[src/core/adri_defs.svh]
`ifndef ADRI_DEFS_SVH
`define ADRI_DEFS_SVH

// Register bus base and byte offsets
`define ADRI_BASE_ADDR 16'hFFE0
`define ADRI_OFS_RES_A_HI 4'h0
`define ADRI_OFS_RES_A_LO 4'h1
`define ADRI_OFS_RES_B_HI 4'h2
`define ADRI_OFS_RES_B_LO 4'h3
`define ADRI_OFS_RES_C_HI 4'h4
`define ADRI_OFS_RES_C_LO 4'h5
`define ADRI_OFS_RES_D_HI 4'h6
`define ADRI_OFS_RES_D_LO 4'h7
`define ADRI_OFS_CSR 4'h8
`define ADRI_OFS_TRIG 4'h9

// Control/status field positions
`define ADRI_CSR_END_FLAG 7
`define ADRI_CSR_IRQ_EN 6
`define ADRI_CSR_START 5
`define ADRI_CSR_SCAN 4
`define ADRI_CSR_SPEED 3
`define ADRI_CSR_GROUP 2

// Trigger control field positions
`define ADRI_TRIG_ENABLE 7

// Reset values
`define ADRI_RES_RESET 10'h000
`define ADRI_CSR_RESET 8'h00
`define ADRI_TRIG_RESET 8'h7E
`define ADRI_TRIG_ONES 6'h3F

// Timing, in states; one state is one core clock
`define ADRI_STATE_CYCLES 1
`define ADRI_FIRST_SLOW_STATES 266
`define ADRI_FIRST_FAST_STATES 134
`define ADRI_NEXT_SLOW_STATES 256
`define ADRI_NEXT_FAST_STATES 128
`define ADRI_FIRST_SLOW_CYCLES (`ADRI_FIRST_SLOW_STATES * `ADRI_STATE_CYCLES)
`define ADRI_FIRST_FAST_CYCLES (`ADRI_FIRST_FAST_STATES * `ADRI_STATE_CYCLES)
`define ADRI_NEXT_SLOW_CYCLES (`ADRI_NEXT_SLOW_STATES * `ADRI_STATE_CYCLES)
`define ADRI_NEXT_FAST_CYCLES (`ADRI_NEXT_FAST_STATES * `ADRI_STATE_CYCLES)

`endif

[src/core/adri_pkg.sv]
package adri_pkg;

  // Conversion engine states
  typedef enum logic [0:0] {
    ADRI_IDLE = 1'b0,
    ADRI_CONVERT = 1'b1
  } adri_state_t;

  typedef logic [9:0] adri_result_t;
  typedef logic [8:0] adri_count_t;

endpackage : adri_pkg

[src/core/adri_trig_edge.sv]
`timescale 1ns/1ps
`default_nettype none
module adri_trig_edge (
  // Clock and reset
  input wire logic core_clk_i,
  input wire logic reset_i,
  // Trigger pin and enable
  input wire logic ext_trigger_input_i,
  input wire logic ext_trigger_enable_i,
  // Start request
  output logic trig_start_o
);

  logic trig_prev;

  // Previous level; resets high, so a pin held low at reset release counts as a falling edge
  always_ff @(posedge core_clk_i) begin
    if (reset_i) begin
      trig_prev <= 1'b1;
    end else begin
      trig_prev <= ext_trigger_input_i;
    end
  end

  // Falling edge only counts while enabled
  assign trig_start_o = ext_trigger_enable_i & trig_prev & ~ext_trigger_input_i;

endmodule : adri_trig_edge
`default_nettype wire

[src/core/adri_conv_core.sv]
`timescale 1ns/1ps
`default_nettype none
`include "adri_defs.svh"
module adri_conv_core
  import adri_pkg::*;
(
  // Clock and reset
  input wire logic core_clk_i,
  input wire logic reset_i,
  // Control from the status register
  input wire logic start_i,
  input wire logic scan_i,
  input wire logic speed_i,
  input wire logic [2:0] chan_sel_i,
  // Analog core
  input wire logic [9:0] conv_value_i,
  output logic [2:0] conv_channel_o,
  output logic conv_busy_o,
  // Completion
  output logic result_valid_o,
  output logic [1:0] result_index_o,
  output logic [9:0] result_data_o,
  output logic single_end_o,
  output logic scan_end_o
);

  adri_state_t state;
  adri_count_t count;
  logic first;
  logic count_end;
  logic last_chan;

  // Length of the current conversion, first one longer
  function automatic adri_count_t conv_len(input logic is_first, input logic fast);
    if (is_first) begin
      conv_len = fast ? adri_count_t'(`ADRI_FIRST_FAST_CYCLES) : adri_count_t'(`ADRI_FIRST_SLOW_CYCLES);
    end else begin
      conv_len = fast ? adri_count_t'(`ADRI_NEXT_FAST_CYCLES) : adri_count_t'(`ADRI_NEXT_SLOW_CYCLES);
    end
  endfunction : conv_len

  assign count_end = (state == ADRI_CONVERT) && (count == conv_len(first, speed_i) - adri_count_t'(1));
  assign last_chan = scan_i ? (conv_channel_o[1:0] == chan_sel_i[1:0]) : 1'b1;
  assign conv_busy_o = (state == ADRI_CONVERT);

  // Sequencer; a dropped start aborts with no result
  always_ff @(posedge core_clk_i) begin
    if (reset_i) begin
      state <= ADRI_IDLE;
      count <= '0;
      first <= 1'b1;
      conv_channel_o <= 3'h0;
    end else begin
      case (state)
        ADRI_IDLE: begin
          count <= '0;
          first <= 1'b1;
          // Start is still high in the end cycle; a restart then would be spurious
          if (start_i && !single_end_o) begin
            state <= ADRI_CONVERT;
            conv_channel_o <= scan_i ? {chan_sel_i[2], 2'b00} : chan_sel_i;
          end
        end
        ADRI_CONVERT: begin
          if (!start_i) begin
            state <= ADRI_IDLE;
          end else if (count_end) begin
            count <= '0;
            first <= 1'b0;
            if (!scan_i) begin
              state <= ADRI_IDLE;
            end else if (last_chan) begin
              conv_channel_o <= {chan_sel_i[2], 2'b00};
            end else begin
              conv_channel_o <= conv_channel_o + 3'h1;
            end
          end else begin
            count <= count + adri_count_t'(1);
          end
        end
        default: begin
          state <= ADRI_IDLE;
        end
      endcase
    end
  end

  // Completion pulses, suppressed when start drops the same cycle
  always_ff @(posedge core_clk_i) begin
    if (reset_i) begin
      result_valid_o <= 1'b0;
      result_index_o <= 2'h0;
      result_data_o <= `ADRI_RES_RESET;
      single_end_o <= 1'b0;
      scan_end_o <= 1'b0;
    end else begin
      result_valid_o <= count_end & start_i;
      single_end_o <= count_end & start_i & ~scan_i;
      scan_end_o <= count_end & start_i & scan_i & last_chan;
      if (count_end && start_i) begin
        result_index_o <= conv_channel_o[1:0];
        result_data_o <= conv_value_i;
      end
    end
  end

endmodule : adri_conv_core
`default_nettype wire

[src/core/adri_top.sv]
// Behaviour
// - Result bits 9..2 go to the upper byte, bits 1..0 to lower bits 7..6.
// - Lower-byte bits 5..0 of every result register read as zero.
// - Inputs 0/4 fill A, 1/5 fill B, 2/6 fill C, 3/7 fill D.
// - Results clear to zero on reset and in standby.
// - Control/status clears to zero on reset and in standby.
// - End flag sets after a single conversion or a full scan pass.
// - End flag clears only by writing zero after reading it as one.
// - Interrupt requested when end flag and enable are both one.
// - Start bit set by software or trigger begins conversion, stays one meanwhile.
// - Single mode clears the start bit when its conversion finishes.
// - Scan mode cycles channels until start is cleared, reset or standby.
// - Bit 4 picks single or scan; software stops before changing it.
// - Speed bit: zero gives 266 states, one gives 134 states at most.
// - Channel bits pick one input, or group and count in scan mode.
// - Trigger control loads 0x7E on reset and in standby.
// - Trigger enable one: falling trigger edge starts conversion; zero ignores it.
// - Trigger bits 6..1 read one; software never sets bit 0.
// - Upper-byte read returns it and copies lower byte to holding latch.
// - Lower-byte read returns the holding latch.
// - Results A..D sit lowest, then control/status, then trigger control.
// - Scan starts at group's first channel, steps on at once.
// - Scan conversions after the first take 256 or 128 states.
`timescale 1ns/1ps
`default_nettype none
`include "adri_defs.svh"
module adri_top
  import adri_pkg::*;
(
  // Clock, reset and standby
  input wire logic core_clk_i,
  input wire logic reset_i,
  input wire logic standby_i,
  // CPU byte bus
  input wire logic [15:0] bus_addr_i,
  input wire logic bus_rd_i,
  input wire logic bus_wr_i,
  input wire logic [7:0] bus_wdata_i,
  output logic [7:0] bus_rdata_o,
  // Analog core
  input wire logic [9:0] conv_value_i,
  output logic [2:0] conv_channel_o,
  output logic conv_busy_o,
  // External trigger
  input wire logic ext_trigger_input_i,
  // Interrupt
  output logic conv_end_interrupt_o
);

  // Registers
  adri_result_t result_a;
  adri_result_t result_b;
  adri_result_t result_c;
  adri_result_t result_d;
  logic conv_end_flag;
  logic conv_end_irq_enable;
  logic conv_start_bit;
  logic scan_mode;
  logic conv_speed_select;
  logic [2:0] chan_sel;
  logic ext_trigger_enable;
  logic trig_reserved0;
  logic [7:0] hold_latch;
  logic flag_read_seen;

  // Decoded access
  logic clear_all;
  logic hit;
  logic [3:0] offs;
  logic rd_csr;
  logic wr_csr;
  logic wr_trig;
  logic [7:0] csr_value;
  logic [7:0] trig_value;
  logic [7:0] next_rdata;
  logic trig_start;
  logic result_valid;
  logic [1:0] result_index;
  adri_result_t result_data;
  adri_result_t sel_result;
  logic single_end;
  logic scan_end;

  // Standby acts as a held reset of all state
  assign clear_all = reset_i | standby_i;

  // Address decode over the ten-byte window
  assign hit = (bus_addr_i[15:4] == 12'(`ADRI_BASE_ADDR >> 4)) && (bus_addr_i[3:0] <= `ADRI_OFS_TRIG);
  assign offs = bus_addr_i[3:0];
  assign rd_csr = bus_rd_i & hit & (offs == `ADRI_OFS_CSR);
  assign wr_csr = bus_wr_i & hit & (offs == `ADRI_OFS_CSR);
  assign wr_trig = bus_wr_i & hit & (offs == `ADRI_OFS_TRIG);

  assign csr_value = {conv_end_flag, conv_end_irq_enable, conv_start_bit, scan_mode,
                      conv_speed_select, chan_sel};
  assign trig_value = {ext_trigger_enable, `ADRI_TRIG_ONES, trig_reserved0};

  // Selects the result register behind a byte pair
  function automatic adri_result_t pick_result(input logic [3:0] o, input adri_result_t a,
                                               input adri_result_t b, input adri_result_t c,
                                               input adri_result_t d);
    if (o[2:1] == 2'b00) begin
      pick_result = a;
    end else if (o[2:1] == 2'b01) begin
      pick_result = b;
    end else if (o[2:1] == 2'b10) begin
      pick_result = c;
    end else begin
      pick_result = d;
    end
  endfunction : pick_result

  // Result register addressed by the current byte pair
  assign sel_result = pick_result(offs, result_a, result_b, result_c, result_d);

  // Falling-edge trigger detect
  adri_trig_edge i_adri_trig_edge (
    .core_clk_i(core_clk_i),
    .reset_i(clear_all),
    .ext_trigger_input_i(ext_trigger_input_i),
    .ext_trigger_enable_i(ext_trigger_enable),
    .trig_start_o(trig_start)
  );

  // Conversion sequencer and timing
  adri_conv_core i_adri_conv_core (
    .core_clk_i(core_clk_i),
    .reset_i(clear_all),
    .start_i(conv_start_bit),
    .scan_i(scan_mode),
    .speed_i(conv_speed_select),
    .chan_sel_i(chan_sel),
    .conv_value_i(conv_value_i),
    .conv_channel_o(conv_channel_o),
    .conv_busy_o(conv_busy_o),
    .result_valid_o(result_valid),
    .result_index_o(result_index),
    .result_data_o(result_data),
    .single_end_o(single_end),
    .scan_end_o(scan_end)
  );

  // Result registers, written by channel pairing
  always_ff @(posedge core_clk_i) begin
    if (clear_all) begin
      result_a <= `ADRI_RES_RESET;
      result_b <= `ADRI_RES_RESET;
      result_c <= `ADRI_RES_RESET;
      result_d <= `ADRI_RES_RESET;
    end else if (result_valid) begin
      case (result_index)
        2'h0: begin
          result_a <= result_data;
        end
        2'h1: begin
          result_b <= result_data;
        end
        2'h2: begin
          result_c <= result_data;
        end
        default: begin
          result_d <= result_data;
        end
      endcase
    end
  end

  // Control fields; software owns them, start also set by trigger
  always_ff @(posedge core_clk_i) begin
    if (clear_all) begin
      conv_end_irq_enable <= 1'(`ADRI_CSR_RESET >> `ADRI_CSR_IRQ_EN);
      conv_start_bit <= 1'b0;
      scan_mode <= 1'b0;
      conv_speed_select <= 1'b0;
      chan_sel <= 3'h0;
    end else begin
      if (wr_csr) begin
        conv_end_irq_enable <= bus_wdata_i[`ADRI_CSR_IRQ_EN];
        scan_mode <= bus_wdata_i[`ADRI_CSR_SCAN];
        conv_speed_select <= bus_wdata_i[`ADRI_CSR_SPEED];
        chan_sel <= bus_wdata_i[`ADRI_CSR_GROUP:0];
      end
      // A new start request outranks the single-mode auto clear
      if (trig_start || (wr_csr && bus_wdata_i[`ADRI_CSR_START])) begin
        conv_start_bit <= 1'b1;
      end else if (wr_csr) begin
        conv_start_bit <= 1'b0;
      end else if (single_end) begin
        conv_start_bit <= 1'b0;
      end
    end
  end

  // End flag: completion wins over a clear in the same cycle
  always_ff @(posedge core_clk_i) begin
    if (clear_all) begin
      conv_end_flag <= 1'b0;
      flag_read_seen <= 1'b0;
    end else begin
      if (single_end || scan_end) begin
        conv_end_flag <= 1'b1;
      end else if (wr_csr && !bus_wdata_i[`ADRI_CSR_END_FLAG] && flag_read_seen) begin
        conv_end_flag <= 1'b0;
      end
      // Arm the clear only on a read that saw the flag set
      if (rd_csr && conv_end_flag) begin
        flag_read_seen <= 1'b1;
      end else if (wr_csr || !conv_end_flag) begin
        flag_read_seen <= 1'b0;
      end
    end
  end

  // Trigger control; reserved bit 0 kept as written
  always_ff @(posedge core_clk_i) begin
    if (clear_all) begin
      ext_trigger_enable <= 1'(`ADRI_TRIG_RESET >> `ADRI_TRIG_ENABLE);
      trig_reserved0 <= 1'(`ADRI_TRIG_RESET & 8'h01);
    end else if (wr_trig) begin
      ext_trigger_enable <= bus_wdata_i[`ADRI_TRIG_ENABLE];
      trig_reserved0 <= bus_wdata_i[0];
    end
  end

  // Holding latch loaded by any upper-byte read
  always_ff @(posedge core_clk_i) begin
    if (clear_all) begin
      hold_latch <= 8'h00;
    end else if (bus_rd_i && hit && !offs[3] && !offs[0]) begin
      hold_latch <= {sel_result[1:0], 6'h00};
    end
  end

  // Read data mux; unmapped bytes return zero
  always_comb begin
    next_rdata = 8'h00;
    if (!hit) begin
      next_rdata = 8'h00;
    end else if (offs == `ADRI_OFS_CSR) begin
      next_rdata = csr_value;
    end else if (offs == `ADRI_OFS_TRIG) begin
      next_rdata = trig_value;
    end else if (offs[0]) begin
      next_rdata = hold_latch;
    end else begin
      next_rdata = sel_result[9:2];
    end
  end

  // Read data registered, valid the cycle after the strobe
  always_ff @(posedge core_clk_i) begin
    if (clear_all) begin
      bus_rdata_o <= 8'h00;
    end else if (bus_rd_i) begin
      bus_rdata_o <= next_rdata;
    end
  end

  // Level request, drops with either source
  assign conv_end_interrupt_o = conv_end_flag & conv_end_irq_enable;

endmodule : adri_top
`default_nettype wire

[config.mk]
export PLATFORM = sky130hd
export DESIGN_NAME = adri_top
export DESIGN_NICKNAME = d
export VERILOG_FILES = /design/src/core/adri_pkg.sv /design/src/core/adri_trig_edge.sv /design/src/core/adri_conv_core.sv /design/src/core/adri_top.sv
export VERILOG_INCLUDE_DIRS = /design/src /design/src/core
export SDC_FILE = /design/constraint.sdc
export NUM_CORES = 1
export LEC_CHECK = 0
export ABC_CLOCK_PERIOD_IN_PS = 3400
export BUFFER_PORTS_ARGS = -buffer_cell sky130_fd_sc_hd__buf_2
export CELL_PAD_IN_SITES_DETAIL_PLACEMENT = 0
export CELL_PAD_IN_SITES_GLOBAL_PLACEMENT = 1
export CORE_AREA = 2 2 98 100
export CTS_CLUSTER_SIZE = 20
export DETAILED_ROUTE_END_ITERATION = 8
export DIE_AREA = 0 0 100 102
export PLACE_DENSITY_LB_ADDON = 0.05
export SYNTH_ARGS = -nofsm -noshare
export SYNTH_HDL_FRONTEND = slang
export SYNTH_HIERARCHICAL = 1
export SYNTH_SLANG_ARGS = --single-unit
[constraint.sdc]
create_clock -name core_clk_i -period 3.4 [get_ports core_clk_i]
set_clock_uncertainty 0.2 [all_clocks]
set_input_delay 0.34 -clock core_clk_i [delete_from_list [all_inputs] [get_ports core_clk_i]]
set_output_delay 0.34 -clock core_clk_i [all_outputs]
set_load 0.1 [all_outputs]
==> Word-level counts from Yosys, hierarchy flattened <==
Index checks and enable logic that the tools add are counted.
{ "word_totals": {"out_inout_bits": 13, "inputBits": 40, "elab_cells": 126, "regBits": 91} }
{ "op_classes": {"n_eq_ne": 13, "bitwise_logic": 17, "add_sub_neg": 3, "n_reduce_logical": 31, "magnitude_cmp": 1, "muxes": 36} }
{ "ops": {"columns": ["operator", "n"], "rows": [
  ["2-to-1 mux 9 bit", 5],
  ["2-to-1 mux 8 bit", 4],
  ["2-to-1 mux 10 bit", 3],
  ["one-hot mux 9 bit (2 select lines)", 1],
  ["2-to-1 mux 3 bit", 5],
  ["2-to-1 mux 1 bit", 14],
  ["AND 1 bit", 12],
  ["equality test 12 bit (second input constant)", 1],
  ["logical AND 1 bit", 11],
  ["AND reduction 2 bit", 5],
  ["adder 9 x 1 -> 9 bit (second input constant)", 1],
  ["equality test 9 bit", 1],
  ["subtractor 9 x 1 -> 9 bit (second input constant)", 1],
  ["equality test 4 bit (second input constant)", 2],
  ["inequality test 2 bit (second input constant)", 3],
  ["one-hot mux 3 bit (2 select lines)", 1],
  ["logical NOT 1 bit", 5],
  ["equality test 2 x 1 -> 1 bit (second input constant)", 2],
  ["equality test 2 bit (second input constant)", 2],
  ["<= comparator 4 bit (second input constant)", 1],
  ["logical NOT 2 bit", 2],
  ["NOT 1 bit", 4],
  ["one-hot mux 1 bit (2 select lines)", 2],
  ["AND reduction 4 bit", 1],
  ["9 further kinds", 12]
]} }

==> Longest topological paths before layout <==
Gate-level depths: netlist of the first run.
{ "logic_depth": {"word_depth": 8, "ltp_mapped": 8, "mapped_depth_nobuf": 7} }

==> Hierarchy <==
Netlist of the first run, hierarchy kept.
{ "by_module_without_submodules": {"columns": ["module", "cells_per_inst", "instances", "area_per_inst_um2", "seq_area_each_um2"], "rows": [
  ["adri_top", 296, 1, 2685.1, 1221.2],
  ["adri_conv_core", 165, 1, 1460.2, 580.6],
  ["adri_trig_edge", 3, 1, 36.3, 20.0]
]} }

==> Least setup slack after synthesis of the first run <==
OpenSTA, ideal clock, no wires.
{ "synth_path": {"path_type": "flip-flop to flip-flop", "start": "register i_adri_conv_core.state, in the netlist i_adri_conv_core/conv_busy_o", "end": "register i_adri_conv_core.conv_channel_o[2]", "n_path_buf": 1, "path_slack_ps": 710, "synth_period_minus_slack_ps": 2690, "stages_incl_launch_ff": 7, "setup_ps": 69, "t_arrival_ps": 2421, "required_ps": 3131, "path_cell_list": "dfxtp_1 > buf_2 > and2_1 > a21bo_2 > or3b_2 > a221o_1 > o21ai_1"} }
{ "synth_via": {"elab_chain_len": 3, "elab_cells_between_ends": 8, "cone_classes": "eq/ne (4); mux (1); bitwise (1); reduce/logical (2)"} }
{ "synth_lines": {"columns": ["element", "line", "rtl"], "rows": [
  ["from (decl)", "adri_conv_core.sv:27", "adri_state_t state;"],
  ["from (signal assigned)", "adri_conv_core.sv:49", "state <= ADRI_IDLE;"],
  ["from (signal assigned)", "adri_conv_core.sv:60", "state <= ADRI_CONVERT;"],
  ["from (signal assigned)", "adri_conv_core.sv:66", "state <= ADRI_IDLE;"],
  ["logical AND 1 bit or NOT 1 bit (tied branches)", "adri_conv_core.sv:42, adri_conv_core.sv:54", null],
  ["inequality test 2 bit (no line) or inequality test 2 x 1 -> 1 bit (tied branches)", null, null],
  ["AND reduction 4 bit (no line)", null, null],
  ["to (signal assigned)", "adri_conv_core.sv:61", "conv_channel_o <= scan_i ? {chan_sel_i[2], 2'b00} : chan_sel_i;"],
  ["to (signal assigned)", "adri_conv_core.sv:73", "conv_channel_o <= {chan_sel_i[2], 2'b00};"],
  ["to (signal assigned)", "adri_conv_core.sv:75", "conv_channel_o <= conv_channel_o + 3'h1;"],
  ["to (decl)", "adri_conv_core.sv:17", "output logic [2:0] conv_channel_o,"]
]} }
Parallel ways exist; a longest one is shown, timed or not.
A chain may end at the register's enable or synchronous reset.

==> Worst setup path in the final report of the first run <==
{ "layout_path": {"start": "register i_adri_conv_core.first", "end": "register i_adri_conv_core.scan_end_o"} }
{ "layout_via": {"elab_chain_len": 7} }
{ "layout_lines": {"columns": ["element", "line", "rtl"], "rows": [
  ["from (decl)", "adri_conv_core.sv:29", "logic first;"],
  ["from (signal assigned)", "adri_conv_core.sv:51", "first <= 1'b1;"],
  ["from (signal assigned)", "adri_conv_core.sv:57", "first <= 1'b1;"],
  ["from (signal assigned)", "adri_conv_core.sv:69", "first <= 1'b0;"],
  ["2-to-1 mux 9 bit", "adri_conv_core.sv:35", "if (is_first) begin"],
  ["subtractor 9 x 1 -> 9 bit", "adri_conv_core.sv:42", "assign count_end = (state == ADRI_CONVERT) && (count == conv_len(first, speed_i) - adri_count_t'(1));"],
  ["equality test 9 bit", "adri_conv_core.sv:42", null],
  ["logical AND 1 bit", "adri_conv_core.sv:42", null],
  ["AND 1 bit (3 in series)", "adri_conv_core.sv:99", "scan_end_o <= count_end & start_i & scan_i & last_chan;"],
  ["to (signal assigned)", "adri_conv_core.sv:99", null],
  ["to (decl)", "adri_conv_core.sv:24", "output logic scan_end_o"]
]} }
No other way between the ends.

==> results of run 1 <==
## where the power goes
part	internal [mW]	switching, mW
logic	0.0340	0.0472
clock network	0.368	0.401
registers	1.07	0.000102
## timing repair
| item | CTS | global route |
|---|---|---|
| endpoints found under the hold margin | 1 | 0 |
| setup endpoints to repair | 0 | 0 |
| setup buffers | 0 | 0 |
| hold buffers | 1 | 0 |
## cell usage after synthesis (2+ instances only)
master    number
dfxtp_1       91
nand2_1       64
a21oi_1       46
nor2_1        36
mux2i_1       24
nand4_1       20
clkbuf_1      15
o21ai_0       15
nand3_1       14
o31ai_1       14
mux4_2        10
inv_1          8
xnor2_1        8
a211oi_1       6
buf_1          6
o21ai_1        6
xor2_1         6
buf_2          5
ha_1           5
nor2b_1        5
nand2b_1       4
o21ba_2        4
and2_1         3
and3_1         3
and4_1         3
nor3_1         3
or2_2          3
a311oi_1       2
nand3b_1       2
nor3b_1        2
nor4_2         2
nor4b_1        2
or3_1          2
## path summary, 6_finish.rpt
| kind | start | to | slack, ns | cells after the start |
|---|---|---|---|---|
| setup reg to reg | i_adri_conv_core/first | i_adri_conv_core/scan_end_o | 0.85 | 6 |
| hold / removal | bus_wdata_i[6] | conv_end_irq_enable | 0.04 | 3 |
| hold reg to reg | bus_rdata_o[4] | bus_rdata_o[4] | 0.25 | 2 |
| setup / recovery | i_adri_conv_core/first | i_adri_conv_core/scan_end_o | 0.85 | 6 |
## flip-flops by register name, summed over array words and instances (netlist names), 2 cells and up
signal	cells
i_adri_conv_core/result_data_o	10
result_a	10
result_b	10
result_c	10
result_d	10
i_adri_conv_core/count	9
bus_rdata_o	8
chan_sel	3
i_adri_conv_core/conv_channel_o	3
hold_latch	2
i_adri_conv_core/result_index_o	2
## worst reg2reg max path: stages (launching register included)
cell     delay, ns
dfxtp_1       0.38
ha_1          0.28
nor3_1        0.24
mux2i_1       0.34
nand4_2       0.45
nor4_2        0.37
and4_1        0.24
## cell type report
| type | instances | share of cell area [%] |
|---|---|---|
| flip-flops and latches | 91 | 38.44 |
| inverters | 10 | 0.7920 |
| multi-input cells | 336 | 46.75 |
| clock buffers | 10 | 2.904 |
| clock inverters | 6 | 1.531 |
| well taps | 111 | 2.930 |
| repair buffers | 59 | 6.653 |
## cells by family after synthesis
logic type,after synthesis,share of synthesized area (%)
and+or+nand+nor,179,22.05
buffers and inverters,37,3.560
muxes,35,11.40
xor gates and xnor gates,14,2.932
adders and majority gates,5,1.496
AOI/OAI and AO/OA,103,14.99
DFF,91,43.57
## metal layers
metal	up-vias	part of all wire, %	wire length, um
met5	-	0	0
met4	0	1.9	193
met3	16	4.6	480
met2	102	45	4645
met1	1613	49	5101
li1	1756	-	-
## per-stage QoR
stage | std cells | power [mW] | hold slack [ns]
after floorplan | 464 | 1.133 | 0.2331
after global placement | 606 | 1.171 | 0.2340
after detailed placement | 606 | 1.171 | 0.2397
after CTS | 623 | 1.937 | 0.02072
after global routing | 623 | 1.992 | 0.03365
final | 623 | 1.915 | 0.03621
==> metrics.txt, run 1 <==
outcome finished clean; Syn. warnings 6; Buf/Inv on CP 0; Crit path max-delay family simple AND/OR/NAND/NOR gates; Initial Utilization 45.91%; routed len/inst 16.73 um; RSZ-0062 raised after global routing no; clock root cell clkbuf_8; most frequent cells in the layout dfxtp_1, nand2_1, buf_2; cell taking the most area after synthesis dfxtp_1; Cell Pwr Density 404.1 nW/um2; commonest non-fill, non-tap cell in the layout dfxtp_1; Filler cells 906; Netlist cell types 58; share of cells above drive strength 1 20.12%; post-placement cell area 4519 um2; Hold Path Class in -> reg; IO Pins 53; utilization after layout 52.03%; Setup TNS 0 ns; Final min period 2.553 ns; gpl congestion 0.7694; Syn Area/Cell 9.012 um2; Core Region 9109 um2; Worst-Skew Late Latency 0.35 ns; Worst setup EP type flip-flop; Cells after Synth 464; CP max stage cell nand4_2; Worst slew margin 46.76%; Antenna diodes 0; cell area after synthesis 4182 um2; cells along the critical path ha_1, nor3_1, mux2i_1, nand4_2, nor4_2, and4_1; DRT Pass-1 Iters 4; TritonCTS clock tree done; worst vdd ir 0.2493 mV; Synth async-reset ratio 0%; Clock Path Buffers 2; critical path startpoint category flip-flop; area of the multi-input gates 2216 um2; final worst-path cycle share 75.10%; EDFF count, synth 0; Die Y 102 um; drt total wl 10,420 um; Critical Path AT 2.65 ns; HPWL after DPL 7270 um; # nets final 552; vias in the first global route 3,280; synthesis-to-finish area growth 13.35%; share of the synthesized area in the top cell type 43.57%; post-synthesis sequential area ratio 43.57%; Overflow after GRT 0; post-route DRC violation count 0; total CTS buffers 9; Tightest Pin Transition 0.7956 ns; Post-DRT Antenna Nets 0; H-tree levels 3; Tot GR Track Use 21.44%; met2 usage 34.98%; final setup vio count 0; fmax 391.6 MHz; clock sink count 91; antenna violations before repair 0; count of final hold-check violations 0; top fanout value on the critical path 17; fin. max-slew vios 0; busiest grt layer met2; Yosys reg bits 91; post-route design area 4740 um2; grt met3 use 2.804%; crit-path max cell delay 0.45 ns; largest net degree at the start of global routing 53; Setup CP Type reg -> reg; met1 usage 29.59%; required time of the critical path 3.49 ns; DR vias 3,487; port buffer count 52; pre-CTS setup slack 0.8572 ns; Final Worst Setup Slack 0.8465 ns; cells taking the most area after synthesis dfxtp_1, mux2i_1, nand2_1; Die Footprint 10,200 um2; first-pass GRT wire length 17,010 um; post-cts repair resize count 0; Reg area 1822 um2; Max Cap Viol 0; Die X-Extent 100 um; vias per cell 5.597; floorplan row count 35; Main synth FF type dfxtp_1; Worst-path clk slew 0.09 ns; Post-Syn Nets 509; DR iter-0 viols 199; Pleak 1.645 nW
Note: power is estimated with default switching activity, not from simulation.
==> run 2: changes to the inputs <==
--- a/config.mk
+++ b/config.mk
@@ -6,14 +6,15 @@
 export SDC_FILE = /design/constraint.sdc
 export NUM_CORES = 1
 export LEC_CHECK = 0
-export ABC_CLOCK_PERIOD_IN_PS = 3400
+export ABC_AREA = 1
+export ABC_CLOCK_PERIOD_IN_PS = 2300
 export BUFFER_PORTS_ARGS = -buffer_cell sky130_fd_sc_hd__buf_2
 export CELL_PAD_IN_SITES_DETAIL_PLACEMENT = 0
 export CELL_PAD_IN_SITES_GLOBAL_PLACEMENT = 1
-export CORE_AREA = 2 2 98 100
+export CORE_AREA = 2 2 112 114
 export CTS_CLUSTER_SIZE = 20
 export DETAILED_ROUTE_END_ITERATION = 8
-export DIE_AREA = 0 0 100 102
+export DIE_AREA = 0 0 114 116
 export PLACE_DENSITY_LB_ADDON = 0.05
 export SYNTH_ARGS = -nofsm -noshare
 export SYNTH_HDL_FRONTEND = slang
==> constraint.sdc (replaced) <==
create_clock -name core_clk_i -period 2.3 [get_ports core_clk_i]
set_clock_uncertainty 0.2 [all_clocks]
set_input_delay 0.23 -clock core_clk_i [delete_from_list [all_inputs] [get_ports core_clk_i]]
set_output_delay 0.23 -clock core_clk_i [all_outputs]
set_load 0.1 [all_outputs]
==> metrics.txt, run 2 <==
outcome finished clean; cells along the critical path inv_1, ha_1, nor2_1, nand2_1, o21ai_1, nand3_2, nand2_1, nand2_1, nand2_1, nor3_1; Max Cap Viol 0 (unchanged); Die Y 116 um (+14%); clock sink count 91 (unchanged); TritonCTS clock tree done; routed len/inst 13.72 um (-18%); total CTS buffers 9 (unchanged); DR vias 4,054 (+16%); Post-DRT Antenna Nets 0 (unchanged); # nets final 751 (+36%); cells taking the most area after synthesis dfxtp_1, nand2_1, nor2_1; share of cells above drive strength 1 14.35% (-5.8 points); most frequent cells after synthesis nand2_1, nor2_1, dfxtp_1; DR top layer met4; Critical Path AT 2.10 ns (-0.55 ns); fin. max-slew vios 0 (unchanged); Die X-Extent 114 um (+14%); final worst-path cycle share 89.93% (+15 points); Pleak 2.295 nW (+40%); gpl congestion 0.8379 (+8.9%); Core Region 11,910 um2 (+31%); Syn Area/Cell 6.875 um2 (-24%); count of final hold-check violations 0 (unchanged); Worst slew margin 64.67% (+18 points); synthesis-to-finish area growth 21.33%; Final Worst Setup Slack 0.2315 ns (-0.6150 ns); Overflow after GRT 0 (unchanged); vias in the first global route 3,937 (+20%); critical path startpoint category flip-flop; most frequent cells in the layout nand2_1, nor2_1, dfxtp_1; Pwr Total 3.401 mW (+78%); port buffer count 52 (unchanged); Hold Path Class in -> reg; RSZ-0062 raised after global routing no; Die Footprint 13,220 um2 (+30%); final setup vio count 0 (unchanged); cell taking the most area after synthesis dfxtp_1; Synth async-reset ratio 0% (unchanged); Worst-path clk slew 0.06 ns (-0.03 ns); Clock Path Buffers 2 (unchanged); Tightest Pin Transition 0.5294 ns (-0.2662 ns); Setup CP Type reg -> reg; met2 WL 5236 um (+13%); Yosys reg bits 91 (unchanged); top fanout value on the critical path 6 (-11); crit-path max cell delay 0.39 ns (-0.06 ns); Syn. warnings 6 (unchanged); Worst-Skew Late Latency 0.35 ns (about the same); worst vdd ir 0.2489 mV (-0.17%); Post-Syn Nets 678 (+33%); post-synthesis sequential area ratio 41.86% (-1.7 points); count leader, synth nand2_1; R2R setup slack 0.23 ns (-0.61 ns); fmax 483.5 MHz (+23%); pre-CTS setup slack 0.1223 ns (-0.7349 ns); wire length on met3 321 um (-33%); Cells after Synth 633 (+36%); required time of the critical path 2.33 ns (-1.16 ns); post-route DRC violation count 0 (unchanged); Antenna diodes 0 (unchanged); floorplan row count 40 (+14%); HPWL after DPL 8389 um (+15%); first-pass GRT wire length 19,250 um (+13%); Cell Pwr Density 644.1 nW/um2 (+59%); antenna violations before repair 0 (unchanged); IO Pins 53 (unchanged); vias per cell 4.725 (-16%); cell area after synthesis 4352 um2 (+4.1%); clock root cell clkbuf_16; commonest non-fill, non-tap cell in the layout nand2_1; Main synth FF type dfxtp_1; Tot GR Track Use 18.75% (-2.7 points); drt total wl 11,780 um (+13%); M1 WL 6004 um (+18%); Initial Utilization 36.53% (-9.4 points); DR iter-0 viols 186 (-6.5%); share of the synthesized area in the top cell type 41.86% (-1.7 points); cell repeated most along the worst path nand2_1; Worst setup EP type flip-flop; H-tree levels 3 (unchanged); Final min period 2.068 ns (-0.4850 ns); Netlist cell types 37 (-36%); DRT Pass-1 Iters 4 (unchanged); largest net degree at the start of global routing 45 (-15%); CP max stage cell dfxtp_1; Setup TNS 0 ns (unchanged); EDFF count, synth 0 (unchanged)
-- run 2: report_power, final --
part           switching (mW)  total, mW  internal, mW
sequential           0.000186       1.58          1.58
clock                   0.621       1.63          1.01
combinational           0.115      0.193        0.0781
total                   0.737       3.40          2.66
-- run 2: routing by layer --
metal  GRT usage (%)  vias up
li1                -     2167
met1           24.86     1813
met5               0        -
met2           30.79       60
met3           2.929       14
met4           7.317        0
-- run 2: cells by family (layout without fill, tap and decap cells) --
logic type | count (synthesis) | after routing | share of synthesized area [%]
fa+ha+maj | 5 | 5 | 1.438
buf+inv | 97 | 174 | 9.344
compound gates | 137 | 137 | 16.73
xor+xnor | 7 | 7 | 1.409
flops | 91 | 91 | 41.86
simple gates | 296 | 297 | 29.21
-- run 2: per-stage QoR --
step	area [um2]	util [%]	hold WS (ns)	cells
finish	5280	44.33	0.06343	858
global route	5280	44.33	0.08727	858
CTS	5259	44.15	0.04350	855
detailed placement	4750	39.87	0.2365	821
global placement	4750	39.87	0.2305	821
floorplan	4353	-	0.1299	633
-- run 2: final cells by class --
cell class | instances | area [um2]
multi-input combinational | 446 | 2132
fill | 1274 | 6631
timing repair buffer | 80 | 515.5
tap | 147 | 183.9
sequential | 91 | 1823
clock inverter | 4 | 72.57
clock buffer | 12 | 256.5
inverter | 78 | 296.5
-- run 2: path summary, 6_finish.rpt --
kind | startpoint | end | depth (start not counted)
setup / recovery | conv_speed_select | i_adri_conv_core/count[2] | 10
hold / removal | bus_wdata_i[5] | conv_start_bit | 5
setup reg to reg | conv_speed_select | i_adri_conv_core/count[2] | 10
hold reg to reg | result_d[9] | result_d[9] | 2
-- run 2: timing repair --
item | CTS | global route
hold buffers | 18 | 0
setup endpoints to repair | 0 | 11
buffers inserted | 0 | 2
gates resized for setup | 0 | 0
hold endpoints to repair | 19 | 0
-- run 2: critical path, delay by kind of cell, from the launching register on --
| family | cells | cell delay, ns |
|---|---|---|
| adder cells (fa/ha/maj) | 1 | 0.23 |
| AND/OR/NAND/NOR | 7 | 0.88 |
| buffers and inverters | 1 | 0.10 |
| flip-flops | 1 | 0.39 |
| AO/OA/AOI/OAI | 1 | 0.16 |
==> run 3: changes to the inputs <==
--- a/config.mk
+++ b/config.mk
@@ -11,10 +11,11 @@
 export BUFFER_PORTS_ARGS = -buffer_cell sky130_fd_sc_hd__buf_2
 export CELL_PAD_IN_SITES_DETAIL_PLACEMENT = 0
 export CELL_PAD_IN_SITES_GLOBAL_PLACEMENT = 1
-export CORE_AREA = 2 2 112 114
+export CORE_AREA = 2 2 109 111
+export CTS_BUF_LIST = sky130_fd_sc_hd__clkbuf_4 sky130_fd_sc_hd__clkbuf_8
 export CTS_CLUSTER_SIZE = 20
 export DETAILED_ROUTE_END_ITERATION = 8
-export DIE_AREA = 0 0 114 116
+export DIE_AREA = 0 0 111 113
 export PLACE_DENSITY_LB_ADDON = 0.05
 export SYNTH_ARGS = -nofsm -noshare
 export SYNTH_HDL_FRONTEND = slang
==> metrics.txt, run 3 (synthesis results as in run 2) <==
port buffer count 52 (unchanged); most frequent cells in the layout nand2_1, nor2_1, dfxtp_1; gpl congestion 0.8583 (+2.4%); reg2reg start i_adri_conv_core/first; Internal Power 2.335 mW (-12%); clock share of power 41.6% (-6.4 points); met2 WL 5107 um (-2.5%); outcome finished clean; final setup vio count 0 (unchanged); top fanout value on the critical path 6 (unchanged); M1 WL 5849 um (-2.6%); worst vdd ir 0.5277 mV (+110%); Overflow after GRT 0 (unchanged); # nets final 752 (+0.13%); Pleak 2.264 nW (-1.4%); DR vias 4,060 (+0.15%); post-route DRC violation count 0 (unchanged); Initial Utilization 38.61% (+2.1 points); Max Cap Viol 0 (unchanged); total CTS buffers 9 (unchanged); Worst-Skew Late Latency 0.38 ns (+0.03 ns); Crit path max-delay family simple AND/OR/NAND/NOR gates; fmax 489.8 MHz (+1.3%); required time of the critical path 2.41 ns (+0.08 ns); Core Region 11,270 um2 (-5.4%); Critical Path AT 2.15 ns (+0.05 ns); area of the multi-input gates 2126 um2 (-0.29%); vias in the first global route 3,785 (-3.9%); Psw 0.6961 mW (-5.5%); Setup TNS 0 ns (unchanged); cells along the critical path ha_1, nor2_1, nand2_1, o21ai_1, nand3_2, nor2_4, buf_4, o21ai_0, a21oi_1; clock root cell clkbuf_8; Die X-Extent 111 um (-2.6%); Worst setup EP type flip-flop; Cell Pwr Density 584.3 nW/um2 (-9.3%); first-pass GRT wire length 19,550 um (+1.5%); share of cells above drive strength 1 14.75% (+0.40 points); Hold Path Class in -> reg; vias per cell 4.749 (+0.50%); DRT Pass-1 Iters 5 (+1); hold endpoint ext_trigger_enable; R2R setup slack 0.26 ns (+0.03 ns); HPWL after DPL 8340 um (-0.58%); commonest non-fill, non-tap cell in the layout nand2_1; Worst slew margin 63.42% (-1.2 points); critical path startpoint category flip-flop; hold slack final 0.03933 ns (-0.02410 ns); Post-DRT Antenna Nets 0 (unchanged); DR iter-0 viols 268 (+44%); Tot GR Track Use 19.61% (+0.87 points); crit-path max cell delay 0.38 ns (about the same); Reg area 1824 um2 (about the same); fin. max-slew vios 0 (unchanged); switch share 22.97% (+1.3 points); hold path start bus_wr_i; H-tree levels 3 (unchanged); RSZ-0062 raised after global routing no; DR top layer met4; Die Footprint 12,540 um2 (-5.1%); count of final hold-check violations 0 (unchanged); Seq pwr share 52.0% (+5.7 points); Clock Path Buffers 2 (unchanged); Setup CP Type reg -> reg; Die Y 113 um (-2.6%); IO Pins 53 (unchanged); Worst-path clk slew 0.09 ns (+0.03 ns); final worst-path cycle share 88.77% (-1.2 points); Final min period 2.042 ns (-0.02674 ns); clock sink count 91 (unchanged); combinational fraction of design power 6.4% (+0.7 points); R2R depth 9 (-1); antenna violations before repair 0 (unchanged); floorplan row count 39 (-2.5%); largest net degree at the start of global routing 45 (unchanged); Filler cells 1,189 (-6.7%); routed len/inst 13.52 um (-1.5%); Tightest Pin Transition 0.5481 ns (+0.01870 ns); Antenna diodes 0 (unchanged); wire length on met3 490 um (+53%); synthesis-to-finish area growth 19.21%; CP max stage cell dfxtp_1; Buf/Inv on CP 1 (unchanged); RR Endpoint i_adri_conv_core/result_index_o[1]; Hold Crit Depth 3 (-2); TritonCTS clock tree done; drt total wl 11,560 um (-1.8%)
==> run 3: changes by cell type in the layout (fill, tap and decap cells not counted) <==
cell	delta
dfxtp_2	+1
clkbuf_16	-9
dfxtp_1	-1
buf_4	+2
clkbuf_8	+9
clkbuf_4	+1
nor2_2	-1
clkbuf_1	-1
==> run 3: layer usage <==
metal / track usage, % / vias to the layer above
li1: - / 2159
met1: 26.66 / 1819
met2: 31.21 / 74
met3: 5.088 / 8
met4: 5.167 / 0
met5: 0 / -
==> run 3: power by group through the flow <==
stage               Combinational [mW]  Clock (mW)  Sequential [mW]
finish                           0.194        1.26             1.57
global route                     0.221        1.37             1.58
CTS                              0.195        1.31             1.57
detailed placement               0.170           0             1.61
global placement                 0.171           0             1.61
floorplan                       0.0956           0             1.61
==> run 3: tightest hold or removal path, cell delays in order <==
cell and delay (ns):
buf_2 0.14, nand3_2 0.11, o21a_1 0.11
==> run 3: repair_timing <==
item                                    4_1_cts  5_1_grt
setup buffers                                 0        2
hold buffers                                 18        0
endpoints found under the setup margin        0        2
resized for setup                             0        1
hold endpoints to repair                     19        0
==> run 3: how the worst max path moves through the flow <==
stage                                        from                                  to  slack (ns)  cells after the start
6_report                   i_adri_conv_core/first  i_adri_conv_core/result_index_o[1]        0.26                      9
5_1_grt                         conv_speed_select   i_adri_conv_core/result_data_o[6]        0.07                     10
4_1_cts                         conv_speed_select   i_adri_conv_core/result_data_o[7]        0.22                     10
3_5_place_dp                    conv_speed_select   i_adri_conv_core/result_data_o[7]        0.25                     10
3_3_place_gp                    conv_speed_select   i_adri_conv_core/result_data_o[9]        0.32                     10
2_1_floorplan  i_adri_conv_core/conv_channel_o[0]  i_adri_conv_core/conv_channel_o[0]        0.30                      7
==> run 3: per-stage QoR <==
step / util, % / std cells / total power [mW] / worst slack, ns / instance area (um2)
3_3_place_gp: 42.22 / 819 / 1.782 / 0.3248 / 4760
3_5_place_dp: 42.22 / 819 / 1.782 / 0.2460 / 4760
4_1_cts: 45.88 / 853 / 3.079 / 0.2203 / 5171
6_report: 46.02 / 855 / 3.031 / 0.2583 / 5187
2_1_floorplan: - / 633 / 1.707 / 0.3048 / 4353
5_1_grt: 46.02 / 855 / 3.162 / 0.06990 / 5187
==> run 3: cell type report <==
cell class | instances | share of cell area (%)
multi-input cells | 445 | 40.98
flip-flops and latches | 91 | 35.17
repair buffers | 82 | 10.23
inverters | 78 | 5.716
well taps | 143 | 3.449
clock buffers | 12 | 3.063
clock inverters | 4 | 1.399
